## src/hdl/link_node_params.svh

```systemverilog
// Named constants for the link node register group; its PHY-side partner uses none of them.
// Assumes inclusion by bare name from the link register group module only.
`ifndef LINK_NODE_PARAMS_SVH
`define LINK_NODE_PARAMS_SVH

// ----------------------------------------------------------------------------
// Register offsets (byte addresses on the software port)
// ----------------------------------------------------------------------------
`define ADDR_LINK_CTRL   8'he0
`define ADDR_NODE        8'he8
`define ADDR_PHY_ACCESS  8'hec
`define ADDR_TIMER       8'hf0

// ----------------------------------------------------------------------------
// Field positions
// ----------------------------------------------------------------------------
`define NA_VALID   31
`define NA_ROOT    30
`define NA_CABLE   27
`define NA_BUS     15:6
`define NA_NODE    5:0
`define PA_DONE    31
`define PA_RET_IDX 27:24
`define PA_RET_VAL 23:16
`define PA_RD      15
`define PA_WR      14
`define PA_TGT     11:8
`define PA_WVAL    7:0
`define TM_SEC     31:25
`define TM_CNT     24:12
`define TM_OFF     11:0
`define LC_EXT     22
`define LC_MASTER  21
`define LC_RUN     20

// ----------------------------------------------------------------------------
// Reset values and counter limits
// ----------------------------------------------------------------------------
`define BUS_INDEX_RST  10'h3ff
`define NODE_INDEX_RST 6'h3f
`define OFFSET_LAST    12'hbff
`define COUNT_LAST     13'h1f3f
`define SECONDS_LAST   7'h7f

// ----------------------------------------------------------------------------
// Timebase: 24.576 MHz made from the 125 MHz clock by a phase accumulator
// ----------------------------------------------------------------------------
`define TB_FREQ_KHZ   18'h06000
`define CLK_FREQ_KHZ  18'h1e848

`endif

```

## src/hdl/link_node_pkg.sv

```systemverilog
// Types shared by the link node register group and the PHY-side end.
// Assumes the constants header is on the include path.
package link_node_pkg;

    // ------------------------------------------------------------------------
    // Link-side state
    // ------------------------------------------------------------------------
    typedef struct packed {
        logic [9:0]  bus_index;
        logic [5:0]  physical_node_index;
        logic        node_address_valid;
        logic        root;
        logic        cable_power_ok;
        logic        phy_read_complete;
        logic [3:0]  phy_returned_reg_index;
        logic [7:0]  phy_returned_value;
        logic        phy_read_request;
        logic        phy_write_request;
        logic [3:0]  phy_target_reg_index;
        logic [7:0]  phy_write_value;
        logic        req_valid;
        logic        req_write;
        logic [3:0]  req_index;
        logic [7:0]  req_value;
        logic [6:0]  isoch_seconds_tally;
        logic [12:0] isoch_period_tally;
        logic [11:0] subperiod_tick_tally;
        logic        timing_master_select;
        logic        timebase_run;
        logic        ext_tick_select;
        logic [17:0] tb_acc;
        logic        ext_s1;
        logic        ext_s2;
        logic        ext_s3;
        logic        cs_tx_valid;
        logic [31:0] cs_tx_data;
        logic [31:0] rdata;
    } link_state_s;

    // ------------------------------------------------------------------------
    // PHY-side state
    // ------------------------------------------------------------------------
    typedef enum logic [1:0] {
        PHY_IDLE  = 2'b01,
        PHY_REPLY = 2'b10
    } phy_fsm_e;

    typedef struct packed {
        phy_fsm_e         fsm;
        logic [15:0][7:0] regs;
        logic [3:0]       reply_index;
        logic             xfer_valid;
        logic [3:0]       xfer_index;
        logic [7:0]       xfer_value;
        logic             bus_reset;
        logic             selfid_done;
        logic [5:0]       node_number;
        logic             is_root;
        logic             cable_power;
        logic             cs_rx_valid;
        logic [31:0]      cs_rx_data;
        logic             cs_out_valid;
        logic [31:0]      cs_out_data;
    } phy_state_s;

endpackage : link_node_pkg

```

## src/hdl/link_phy_if.sv

```systemverilog
// Signals between the link register group and the PHY-side end.
// Assumes both ends run on the same clock; every signal is a plain level.
`timescale 1ns/1ps

interface link_phy_if;
    // Register mailbox: link to PHY
    logic        req_valid;
    logic        req_write;
    logic [3:0]  req_index;
    logic [7:0]  req_value;
    // Register transfer: PHY to link
    logic        xfer_valid;
    logic [3:0]  xfer_index;
    logic [7:0]  xfer_value;
    // Bus status: PHY to link
    logic        bus_reset;
    logic        selfid_done;
    logic [5:0]  node_number;
    logic        is_root;
    logic        cable_power;
    // Cycle start packets
    logic        cs_rx_valid;
    logic [31:0] cs_rx_data;
    logic        cs_tx_valid;
    logic [31:0] cs_tx_data;

    modport link (
        output req_valid, req_write, req_index, req_value, cs_tx_valid, cs_tx_data,
        input  xfer_valid, xfer_index, xfer_value, bus_reset, selfid_done,
        input  node_number, is_root, cable_power, cs_rx_valid, cs_rx_data
    );

    modport phy (
        input  req_valid, req_write, req_index, req_value, cs_tx_valid, cs_tx_data,
        output xfer_valid, xfer_index, xfer_value, bus_reset, selfid_done,
        output node_number, is_root, cable_power, cs_rx_valid, cs_rx_data
    );
endinterface : link_phy_if

```

## src/hdl/link_node_regs.sv

```systemverilog
// Link register group: node address, PHY register mailbox and the
// isochronous cycle timer, reached over a plain software register port.
// Assumes the PHY-side end shares clk; the 8 kHz tick is an async pin.
//
// Functional notes
// - Valid flag clears on bus reset, sets on node
// - Root flag set when PHY reports root
// - Cable-power flag follows PHY cable status
// - Node register reserved bits read zero
// - Node id is bus index plus node index
// - Node index loaded from PHY after self-id
// - Software avoids transmit run when node is 63
// - Read-complete clears when request bit written
// - PHY transfer stores index, value, sets complete
// - Read request sent, then its bit clears
// - Write request sent, then its bit clears
// - Software never sets both request bits
// - Target index and write value from fields
// - Access register reserved bits read zero
// - Offset counts timebase clocks modulo 3072
// - Period tally counts offset rollovers modulo 8000
// - Seconds tally counts period rollovers modulo 128
// - Timing master sends timer in cycle start
// - Non-master loads timer from received start
// - Timer keeps counting without received starts
// - External 8 kHz tick zeroes offset
// - Offset counts only while run bit set
// - Master and root send start each rollover
//
// Local design decision: the plain strobed port.
`timescale 1ns/1ps
`include "link_node_params.svh"

module link_node_regs
    import link_node_pkg::*;
(
    // Clock and reset
    input  wire logic        clk,
    input  wire logic        rst_b,
    // Software register port
    input  wire logic [7:0]  sw_addr,
    input  wire logic [31:0] sw_wdata,
    input  wire logic        sw_wr,
    input  wire logic        sw_rd,
    output logic [31:0]      sw_rdata,
    // External 8 kHz cycle tick, asynchronous
    input  wire logic        ext_tick_8k,
    // PHY side
    link_phy_if.link         link
);

    link_state_s q;
    link_state_s d;

    // ------------------------------------------------------------------------
    // Timebase and tick detection
    // ------------------------------------------------------------------------
    logic [17:0] acc_sum;
    logic        tb_tick;
    logic        ext_edge;

    // Accumulator adds 24576 per 8 ns clock against 125000; jitter is one clock at most
    assign acc_sum  = q.tb_acc + `TB_FREQ_KHZ;
    assign tb_tick  = (acc_sum >= `CLK_FREQ_KHZ);
    // Edge taken from the second and third stages, never from the first
    assign ext_edge = q.ext_s2 & ~q.ext_s3;

    // ------------------------------------------------------------------------
    // Next state
    // ------------------------------------------------------------------------
    always_comb begin
        logic        roll;
        logic [31:0] word;
        roll        = 1'b0;
        word        = '0;
        d           = q;
        d.req_valid = 1'b0;
        d.cs_tx_valid = 1'b0;
        d.rdata     = '0;

        // Synchroniser and timebase accumulator
        d.ext_s1 = ext_tick_8k;
        d.ext_s2 = q.ext_s1;
        d.ext_s3 = q.ext_s2;
        d.tb_acc = tb_tick ? (acc_sum - `CLK_FREQ_KHZ) : acc_sum;

        // Node status from the PHY
        d.cable_power_ok = link.cable_power;
        if (link.bus_reset) begin
            d.node_address_valid = 1'b0;
            d.root               = 1'b0;
        end
        if (link.selfid_done) begin
            d.physical_node_index = link.node_number;
            d.node_address_valid  = 1'b1;
            d.root                = link.is_root;
        end

        // Mailbox: issue a pending request, clearing its bit as it goes out
        if ((q.phy_read_request | q.phy_write_request) && !q.req_valid) begin
            d.req_valid         = 1'b1;
            d.req_write         = !q.phy_read_request;
            d.req_index         = q.phy_target_reg_index;
            d.req_value         = q.phy_write_value;
            d.phy_read_request  = 1'b0;
            d.phy_write_request = 1'b0;
        end

        // Timer counting on the timebase, only while running
        if (q.timebase_run && tb_tick) begin
            if (q.subperiod_tick_tally == `OFFSET_LAST) begin
                // In external mode the tick, not the count, ends the cycle
                roll = !q.ext_tick_select;
            end else begin
                d.subperiod_tick_tally = q.subperiod_tick_tally + 12'h001;
            end
        end
        if (q.ext_tick_select && ext_edge) begin
            d.subperiod_tick_tally = '0;
            roll = q.timebase_run;
        end
        if (roll) begin
            d.subperiod_tick_tally = '0;
            if (q.isoch_period_tally == `COUNT_LAST) begin
                d.isoch_period_tally = '0;
                if (q.isoch_seconds_tally == `SECONDS_LAST) begin
                    d.isoch_seconds_tally = '0;
                end else begin
                    d.isoch_seconds_tally = q.isoch_seconds_tally + 7'h01;
                end
            end else begin
                d.isoch_period_tally = q.isoch_period_tally + 13'h0001;
            end
            if (q.timing_master_select && q.root) begin
                d.cs_tx_valid = 1'b1;
                d.cs_tx_data  = {d.isoch_seconds_tally, d.isoch_period_tally,
                                 d.subperiod_tick_tally};
            end
        end
        // A received start overrides local counting; without one it free-runs
        if (!q.timing_master_select && link.cs_rx_valid) begin
            d.isoch_seconds_tally  = link.cs_rx_data[`TM_SEC];
            d.isoch_period_tally   = link.cs_rx_data[`TM_CNT];
            d.subperiod_tick_tally = link.cs_rx_data[`TM_OFF];
        end

        // Software writes
        if (sw_wr) begin
            case (sw_addr)
                `ADDR_LINK_CTRL: begin
                    d.ext_tick_select      = sw_wdata[`LC_EXT];
                    d.timing_master_select = sw_wdata[`LC_MASTER];
                    d.timebase_run         = sw_wdata[`LC_RUN];
                end
                `ADDR_NODE: begin
                    d.bus_index = sw_wdata[`NA_BUS];
                end
                `ADDR_PHY_ACCESS: begin
                    d.phy_target_reg_index = sw_wdata[`PA_TGT];
                    d.phy_write_value      = sw_wdata[`PA_WVAL];
                    // Read wins if software breaks the one-at-a-time rule
                    d.phy_read_request  = sw_wdata[`PA_RD];
                    d.phy_write_request = sw_wdata[`PA_WR] & ~sw_wdata[`PA_RD];
                    if (sw_wdata[`PA_RD] | sw_wdata[`PA_WR]) begin
                        d.phy_read_complete = 1'b0;
                    end
                end
                `ADDR_TIMER: begin
                    d.isoch_seconds_tally  = sw_wdata[`TM_SEC];
                    d.isoch_period_tally   = sw_wdata[`TM_CNT];
                    d.subperiod_tick_tally = sw_wdata[`TM_OFF];
                end
                default: begin
                end
            endcase
        end

        // Transfer from the PHY; placed last so the set beats a clear
        if (link.xfer_valid) begin
            d.phy_returned_reg_index = link.xfer_index;
            d.phy_returned_value     = link.xfer_value;
            d.phy_read_complete      = 1'b1;
        end

        // Read data, standing only in the cycle after the strobe
        if (sw_rd) begin
            case (sw_addr)
                `ADDR_LINK_CTRL: begin
                    word[`LC_EXT]    = q.ext_tick_select;
                    word[`LC_MASTER] = q.timing_master_select;
                    word[`LC_RUN]    = q.timebase_run;
                end
                `ADDR_NODE: begin
                    word[`NA_VALID] = q.node_address_valid;
                    word[`NA_ROOT]  = q.root;
                    word[`NA_CABLE] = q.cable_power_ok;
                    word[`NA_BUS]   = q.bus_index;
                    word[`NA_NODE]  = q.physical_node_index;
                end
                `ADDR_PHY_ACCESS: begin
                    word[`PA_DONE]    = q.phy_read_complete;
                    word[`PA_RET_IDX] = q.phy_returned_reg_index;
                    word[`PA_RET_VAL] = q.phy_returned_value;
                    word[`PA_RD]      = q.phy_read_request;
                    word[`PA_WR]      = q.phy_write_request;
                    word[`PA_TGT]     = q.phy_target_reg_index;
                    word[`PA_WVAL]    = q.phy_write_value;
                end
                `ADDR_TIMER: begin
                    word[`TM_SEC] = q.isoch_seconds_tally;
                    word[`TM_CNT] = q.isoch_period_tally;
                    word[`TM_OFF] = q.subperiod_tick_tally;
                end
                default: begin
                    word = '0;
                end
            endcase
            d.rdata = word;
        end
    end

    // ------------------------------------------------------------------------
    // State register
    // ------------------------------------------------------------------------
    always_ff @(posedge clk or negedge rst_b) begin
        if (!rst_b) begin
            q                     <= '0;
            q.bus_index           <= `BUS_INDEX_RST;
            q.physical_node_index <= `NODE_INDEX_RST;
        end else begin
            q <= d;
        end
    end

    // Outputs straight from the state flops
    assign sw_rdata         = q.rdata;
    assign link.req_valid   = q.req_valid;
    assign link.req_write   = q.req_write;
    assign link.req_index   = q.req_index;
    assign link.req_value   = q.req_value;
    assign link.cs_tx_valid = q.cs_tx_valid;
    assign link.cs_tx_data  = q.cs_tx_data;

endmodule : link_node_regs

```

## src/flat_wrapper.sv

```systemverilog
// flat-port wrapper written by rule: the top's interface ports become plain ports
module link_node_regs_flat import link_node_pkg::*;
  (clk, rst_b, sw_addr, sw_wdata, sw_wr, sw_rd, sw_rdata, ext_tick_8k, link_req_valid, link_req_write, link_req_index, link_req_value, link_cs_tx_valid, link_cs_tx_data, link_xfer_valid, link_xfer_index, link_xfer_value, link_bus_reset, link_selfid_done, link_node_number, link_is_root, link_cable_power, link_cs_rx_valid, link_cs_rx_data);
  link_phy_if link_i ();
  input  wire logic clk;
  input  wire logic rst_b;
  input  wire logic [7:0] sw_addr;
  input  wire logic [31:0] sw_wdata;
  input  wire logic sw_wr;
  input  wire logic sw_rd;
  output logic [31:0] sw_rdata;
  input  wire logic ext_tick_8k;
  output wire logic [$bits(link_i.req_valid)-1:0] link_req_valid;
  output wire logic [$bits(link_i.req_write)-1:0] link_req_write;
  output wire logic [$bits(link_i.req_index)-1:0] link_req_index;
  output wire logic [$bits(link_i.req_value)-1:0] link_req_value;
  output wire logic [$bits(link_i.cs_tx_valid)-1:0] link_cs_tx_valid;
  output wire logic [$bits(link_i.cs_tx_data)-1:0] link_cs_tx_data;
  input wire logic [$bits(link_i.xfer_valid)-1:0] link_xfer_valid;
  input wire logic [$bits(link_i.xfer_index)-1:0] link_xfer_index;
  input wire logic [$bits(link_i.xfer_value)-1:0] link_xfer_value;
  input wire logic [$bits(link_i.bus_reset)-1:0] link_bus_reset;
  input wire logic [$bits(link_i.selfid_done)-1:0] link_selfid_done;
  input wire logic [$bits(link_i.node_number)-1:0] link_node_number;
  input wire logic [$bits(link_i.is_root)-1:0] link_is_root;
  input wire logic [$bits(link_i.cable_power)-1:0] link_cable_power;
  input wire logic [$bits(link_i.cs_rx_valid)-1:0] link_cs_rx_valid;
  input wire logic [$bits(link_i.cs_rx_data)-1:0] link_cs_rx_data;
  assign link_req_valid = link_i.req_valid;
  assign link_req_write = link_i.req_write;
  assign link_req_index = link_i.req_index;
  assign link_req_value = link_i.req_value;
  assign link_cs_tx_valid = link_i.cs_tx_valid;
  assign link_cs_tx_data = link_i.cs_tx_data;
  assign link_i.xfer_valid = link_xfer_valid;
  assign link_i.xfer_index = link_xfer_index;
  assign link_i.xfer_value = link_xfer_value;
  assign link_i.bus_reset = link_bus_reset;
  assign link_i.selfid_done = link_selfid_done;
  assign link_i.node_number = link_node_number;
  assign link_i.is_root = link_is_root;
  assign link_i.cable_power = link_cable_power;
  assign link_i.cs_rx_valid = link_cs_rx_valid;
  assign link_i.cs_rx_data = link_cs_rx_data;
  link_node_regs u_core (.clk(clk), .rst_b(rst_b), .sw_addr(sw_addr), .sw_wdata(sw_wdata), .sw_wr(sw_wr), .sw_rd(sw_rd), .sw_rdata(sw_rdata), .ext_tick_8k(ext_tick_8k), .link(link_i));
endmodule
```

## config.mk

```make
export PLATFORM = sky130hd
export DESIGN_NAME = link_node_regs_flat
export DESIGN_NICKNAME = d
export VERILOG_FILES = /design/src/hdl/link_node_pkg.sv /design/src/hdl/link_phy_if.sv /design/src/hdl/link_node_regs.sv /design/src/flat_wrapper.sv
export VERILOG_INCLUDE_DIRS = /design/src /design/src/hdl
export SDC_FILE = /design/constraint.sdc
export NUM_CORES = 1
export LEC_CHECK = 0
export ABC_AREA = 1
export BUFFER_PORTS_ARGS = -buffer_cell sky130_fd_sc_hd__buf_4
export CAP_MARGIN = 0
export CORE_MARGIN = 5
export CORE_UTILIZATION = 40
export DETAILED_ROUTE_END_ITERATION = 8
export HOLD_SLACK_MARGIN = 0.03
export MAX_ROUTING_LAYER = met4
export PLACE_DENSITY = 0.6
export REMOVE_ABC_BUFFERS = 1
export SYNTH_ARGS = -nofsm -noshare
export SYNTH_HDL_FRONTEND = slang
export SYNTH_SLANG_ARGS = --single-unit
```

## constraint.sdc

```tcl
create_clock -name clk -period 2.8 [get_ports clk]
set_clock_uncertainty 0.05 [all_clocks]
set_input_delay 0.42 -clock clk [delete_from_list [all_inputs] [get_ports clk]]
set_output_delay 0.42 -clock clk [all_outputs]
set_load 0.05 [all_outputs]
```

Yosys cells after proc, flatten, opt, wreduce, memory -nomap -nowiden:

Index checks and enable logic that the tools add are counted.

* output and inout port bits: 79
* register bits: 169
* input bits: 101

* add/sub/neg operators: 5
* mux-type cells: 38
* $lt $le $gt $ge: 1
* equal/unequal tests: 7
* bitwise gates (word level): 6
* reduce and logical (&&, ||, !) cells: 18

Operators by type and width (number)
* 32-bit two-way mux: 4
* 33-bit two-way mux: 2
* 14-bit two-way mux: 3
* 12-bit two-way mux: 3
* 12-bit case mux with 3 select lines: 1
* 35-bit two-way mux: 1
* 8-bit == test, second input constant: 4
* 13-bit two-way mux: 2
* 18-bit by 15-bit adder with 18-bit output, second input constant: 1
* 18-bit by 17-bit >= comparator with 1-bit output, second input constant: 1
* 18-bit two-way mux: 1
* 18-bit by 17-bit subtractor with 18-bit output, second input constant: 1
* 4-bit case mux with 2 select lines: 2
* 7-bit two-way mux: 2
* 13-bit by 1-bit adder with 13-bit output, second input constant: 1
* 13-bit == test, second input constant: 1
* 12-bit by 1-bit adder with 12-bit output, second input constant: 1
* 12-bit == test, second input constant: 1
* 3-bit case mux with 3 select lines: 1
* 2-bit two-way mux: 4
* 2-bit AND reduction: 4
* 2-bit nonzero test: 4
* 7-bit by 1-bit adder with 7-bit output, second input constant: 1
* 7-bit == test, second input constant: 1
* other kinds (12): 28

Logic depth before layout (Yosys ltp):

* depth in word-level cells: 9
* depth in mapped cells: 17

Worst setup path before layout:

No wires, ideal clock.

* path type: reg-to-reg
* start: register u_core.q[81] in the netlist's numbering
* end: register u_core.q (netlist bit u_core.link.cs_tx_data[18])
* slack: 801 ps
* required time: 2623 ps
* setup time: 127 ps
* path buffers: 1
* period minus slack after synthesis: 1999 ps
* cell stages (with the launch flop): 17
* data arrival time: 1822 ps
* cells stage by stage: dfrtp_1 inv_2 ha_1 inv_1 nand2_1 nand2_1 inv_2 nand3_2 nor2_1 nand3_1 nand3_2 nand3_2 nand2_2 nand3_4 buf_6 nand2_1 o21ai_2

* cells in the longest elaborated chain, start to end: 6

RTL lines
* start: declaration: line link_node_regs.sv:52 `link_state_s q;`
* 18-bit by 15-bit adder with 18-bit output (no line)
* 18-bit by 17-bit >= comparator with 1-bit output (no line)
* 1-bit logical AND: line link_node_regs.sv:110 `if (q.timebase_run && tb_tick) begin`
* 1-bit two-way mux: line link_node_regs.sv:110
* 1-bit two-way mux: line link_node_regs.sv:118 `if (q.ext_tick_select && ext_edge) begin`
* 2-bit AND reduction (no line)

Every way passes these cells.
A chain may end at the register's enable or synchronous reset.

Worst setup path after layout:

* start: register u_core.q[81] in the netlist's numbering
* end: register u_core.q (netlist bit u_core.link.cs_tx_data[13])

The elaborated chain is that of the path after synthesis.

==> results.cfg <==
[power_and_ir_drop]
p_comb_frac = 0.206
irDropWorstVdd_uv = 347
p_leak_nw = 5.62
switching_share = 0.320
switching_power_w = 0.00220
seqPwrFrac = 0.419
internal_power_w = 0.00468
p_per_area_mw_per_mm2 = 642
p_clk_frac = 0.374

[floorplanning]
core_area_mm2 = 0.0224
io_pins = 180
initial_core_util = 0.401
die_x_um = 160
rows = 55
dieArea_mm2 = 0.0256
die_h_um = 160

[timing]
tightest_slew_ns = 0.870
hold_viol = 0
relSlewSlack = 0.415
setup_viol = 0
fmaxAchievable_mhz = 401
min_period_ns = 2.49
rsz0062_at_grt = false
maxSlewViolCount = 0
fin_tns_setup_ns = 0
fin_crit_sh = 0.891

[drt]
wl_per_cell_um = 16.1
ant_nets = 0
drt_wl_total_um = 24600
avgViaCountPerCell = 4.80
drt_pre_antenna_iters = 5
drtIter0Drc = 552
vias = 7319
drc = 0

[grt]
grt_pass1_wl_um = 39700
grt_usage = 0.201
grt_util_met3 = 0.0519
grt-ovfl-total = 0
antenna_found_initial = 0
grt_max_degree = 65
grt.busiest_layer = met2
grt_use_met2 = 0.297
grt_pass1_vias = 7244
use_met1 = 0.277

[finish]
final-seq-area_mm2 = 0.00417
finalNonFillerCells = 1524
fin_nets = 1334
multiInputGateArea_mm2 = 0.00360
diodes = 0
drive_above_1_share = 0.233
syn_to_final_growth_pct = 19.0
fill_cells = 2185

[worst_hold_path]
whs_path_depth = 1
hold_end = u_core.q[162]
worst_hold_path_type = input pin to register
hp-start = link_cable_power

[worst_setup_path]
rr_endpoint = u_core.link.cs_tx_data[13]
cp.required_ns = 3.11
r2r_start = u_core.q[81]
r2r_slack_ns = 0.31
path_cells = inv_2 -> ha_1 -> inv_1 -> nand3_1 -> nand2_1 -> nand2_2 -> a31oi_2 -> nand3_2 -> nand3_2 -> nand2_2 -> nand3_4 -> buf_4 -> nand2_1 -> o21ai_2
rr_worst_depth = 14
crit_path_max_incr_delay_ns = 0.42
crit_fanout = 41
cp_slowest_cell = buf_4
end_kind = register
critPathKind = register to register
start_kind = register
worstPathArrival_ns = 2.81
crit_start = u_core.q[81]

[placement]
port_buffers = 167
finalWeightedCongestion = 0.897
place_inst = 1491
post-dp-hpwl_um = 18100

[clocking]
cts_tree = built
clk_pin_slew_ns = 0.07
numCtsBuffers = 17
cts-root-buf = clkbuf_16
ctsHtreeMaxLevel = 4
clock_latency_ns = 0.43
postCtsSetupBuffers = 0
clk_path_buf_depth = 2
cts_sinks = 166

[run_status]
outcome = finished, final reports clean

[synthesis]
yosysMostFrequentCell = nand2_1
synth_top_area_share = 0.417
yosys.area.top_type = dfrtp_1
seq_area_frac_synth = 0.463
syn_inst = 1126
yosysWarningCount = 0
synth.distinct_cells = 44
synthArstFlopShare = 1.00
synth_edf_count = 0
ys_top_cells_by_count = nand2_1, dfrtp_1, inv_1
netlist_area_mm2 = 0.00901
synthFlopType = dfrtp_1
synth-seq-cells = 166
synthTopCellsByArea = dfrtp_1, nand2_1, buf_4, inv_1, dfstp_2
avgSynthCellArea_um2 = 8.00

[job]
cap_viol_max_count = 0
registers in the layout, indices dropped and copies added, names as in the netlist:
register and cells:
u_core.d 2, u_core.link.cs_tx_data 20, u_core.link.cs_tx_valid 1, u_core.link.req_index 4, u_core.link.req_valid 1, u_core.link.req_value 8, u_core.link.req_write 1, u_core.q 97
u_core.sw_rdata 32
critical path: cells and delay by family (launching register included):
| family | cells | cell delay (ns) |
|---|---|---|
| AOI/OAI and AO/OA | 2 | 0.24 |
| adders and majority gates | 1 | 0.21 |
| buffers and inverters | 3 | 0.59 |
| DFF | 1 | 0.39 |
| and+or+nand+nor | 8 | 0.92 |
kinds of logic (layout without fill, tap and decap cells):
kind of cell / Yosys count / in the layout / synth area share
AO/OA/AOI/OAI: 150 / 150 / 0.104
XOR/XNOR: 27 / 27 / 0.0263
adder cells (fa/ha/maj): 7 / 7 / 0.00972
buffers and inverters: 252 / 354 / 0.142
flip-flops: 166 / 166 / 0.463
multiplexers: 14 / 14 / 0.0175
other: 1 / 12 / 0.000416
AND/OR/NAND/NOR: 509 / 509 / 0.236
how the worst max path moves through the flow:
stage / depth (start not counted) / endpoint
floorplan: 15 / u_core.link.cs_tx_data[12]
global placement: 8 / u_core.sw_rdata[2]
detailed placement: 14 / u_core.q[93]
CTS: 14 / u_core.q[96]
global route: 14 / u_core.q[96]
finish: 14 / u_core.link.cs_tx_data[13]
cell usage in the layout, fill, tap and decap left out, types with 6 or more instances in the layout:
master     Yosys  final
nand2_1      301    300
buf_4         79    183
dfrtp_1      150    150
inv_1        127    127
nor2_1        98     98
nand3_1       78     78
o21ai_0       57     57
xor2_1        26     26
a21oi_1       26     26
o21ai_2       20     20
clkbuf_16      0     17
dfstp_2       16     16
mux2_2        14     14
conb_1         1     12
o21ai_1       11     11
o221ai_1      11     11
nor3_1        10     10
o32ai_1        9      9
inv_2          7      7
ha_1           7      7
a31oi_1        6      6
cell type report:
cell class              instances  area share
clock buffers                  17      0.0397
flip-flops and latches        166       0.389
repair buffers                187       0.134
clock inverters                15      0.0202
well taps                     285      0.0333
multi-input cells             719       0.336
inverters                     135      0.0473
what timing repair did:
action | in CTS | in global routing
resized for setup | 0 | 1
hold endpoints to repair | 56 | 0
hold buffers | 1 | 0
setup endpoints to repair | 0 | 11
power groups by stage:
stage	Clock [W]	Combinational, W	Sequential (W)
floorplan	0	0.000812	0.00296
global placement	0	0.00140	0.00292
detailed placement	0	0.00141	0.00292
CTS	0.00262	0.00142	0.00287
global route	0.00272	0.00161	0.00291
finish	0.00257	0.00142	0.00288
layer usage:
metal,vias up,share of wire
met5,-,0
met4,0,0.019
li1,3685,-
met3,27,0.056
met1,3417,0.48
met2,190,0.45
through the flow:
| step | hold slack, ns | cell area [um^2] | total power, W | utilization | setup WS [ns] |
|---|---|---|---|---|---|
| 6_report | 0.0466 | 10700 | 0.00688 | 0.478 | 0.306 |
| 2_1_floorplan | 0.0744 | 8270 | 0.00377 | - | -0.0353 |
| 3_5_place_dp | 0.311 | 10100 | 0.00433 | 0.448 | 0.227 |
| 3_3_place_gp | 0.290 | 10100 | 0.00431 | 0.448 | 0.314 |
| 5_1_grt | 0.0310 | 10700 | 0.00725 | 0.478 | 0.0157 |
| 4_1_cts | 0.0337 | 10700 | 0.00691 | 0.477 | 0.193 |
Note: power is estimated with default switching activity, not from simulation.
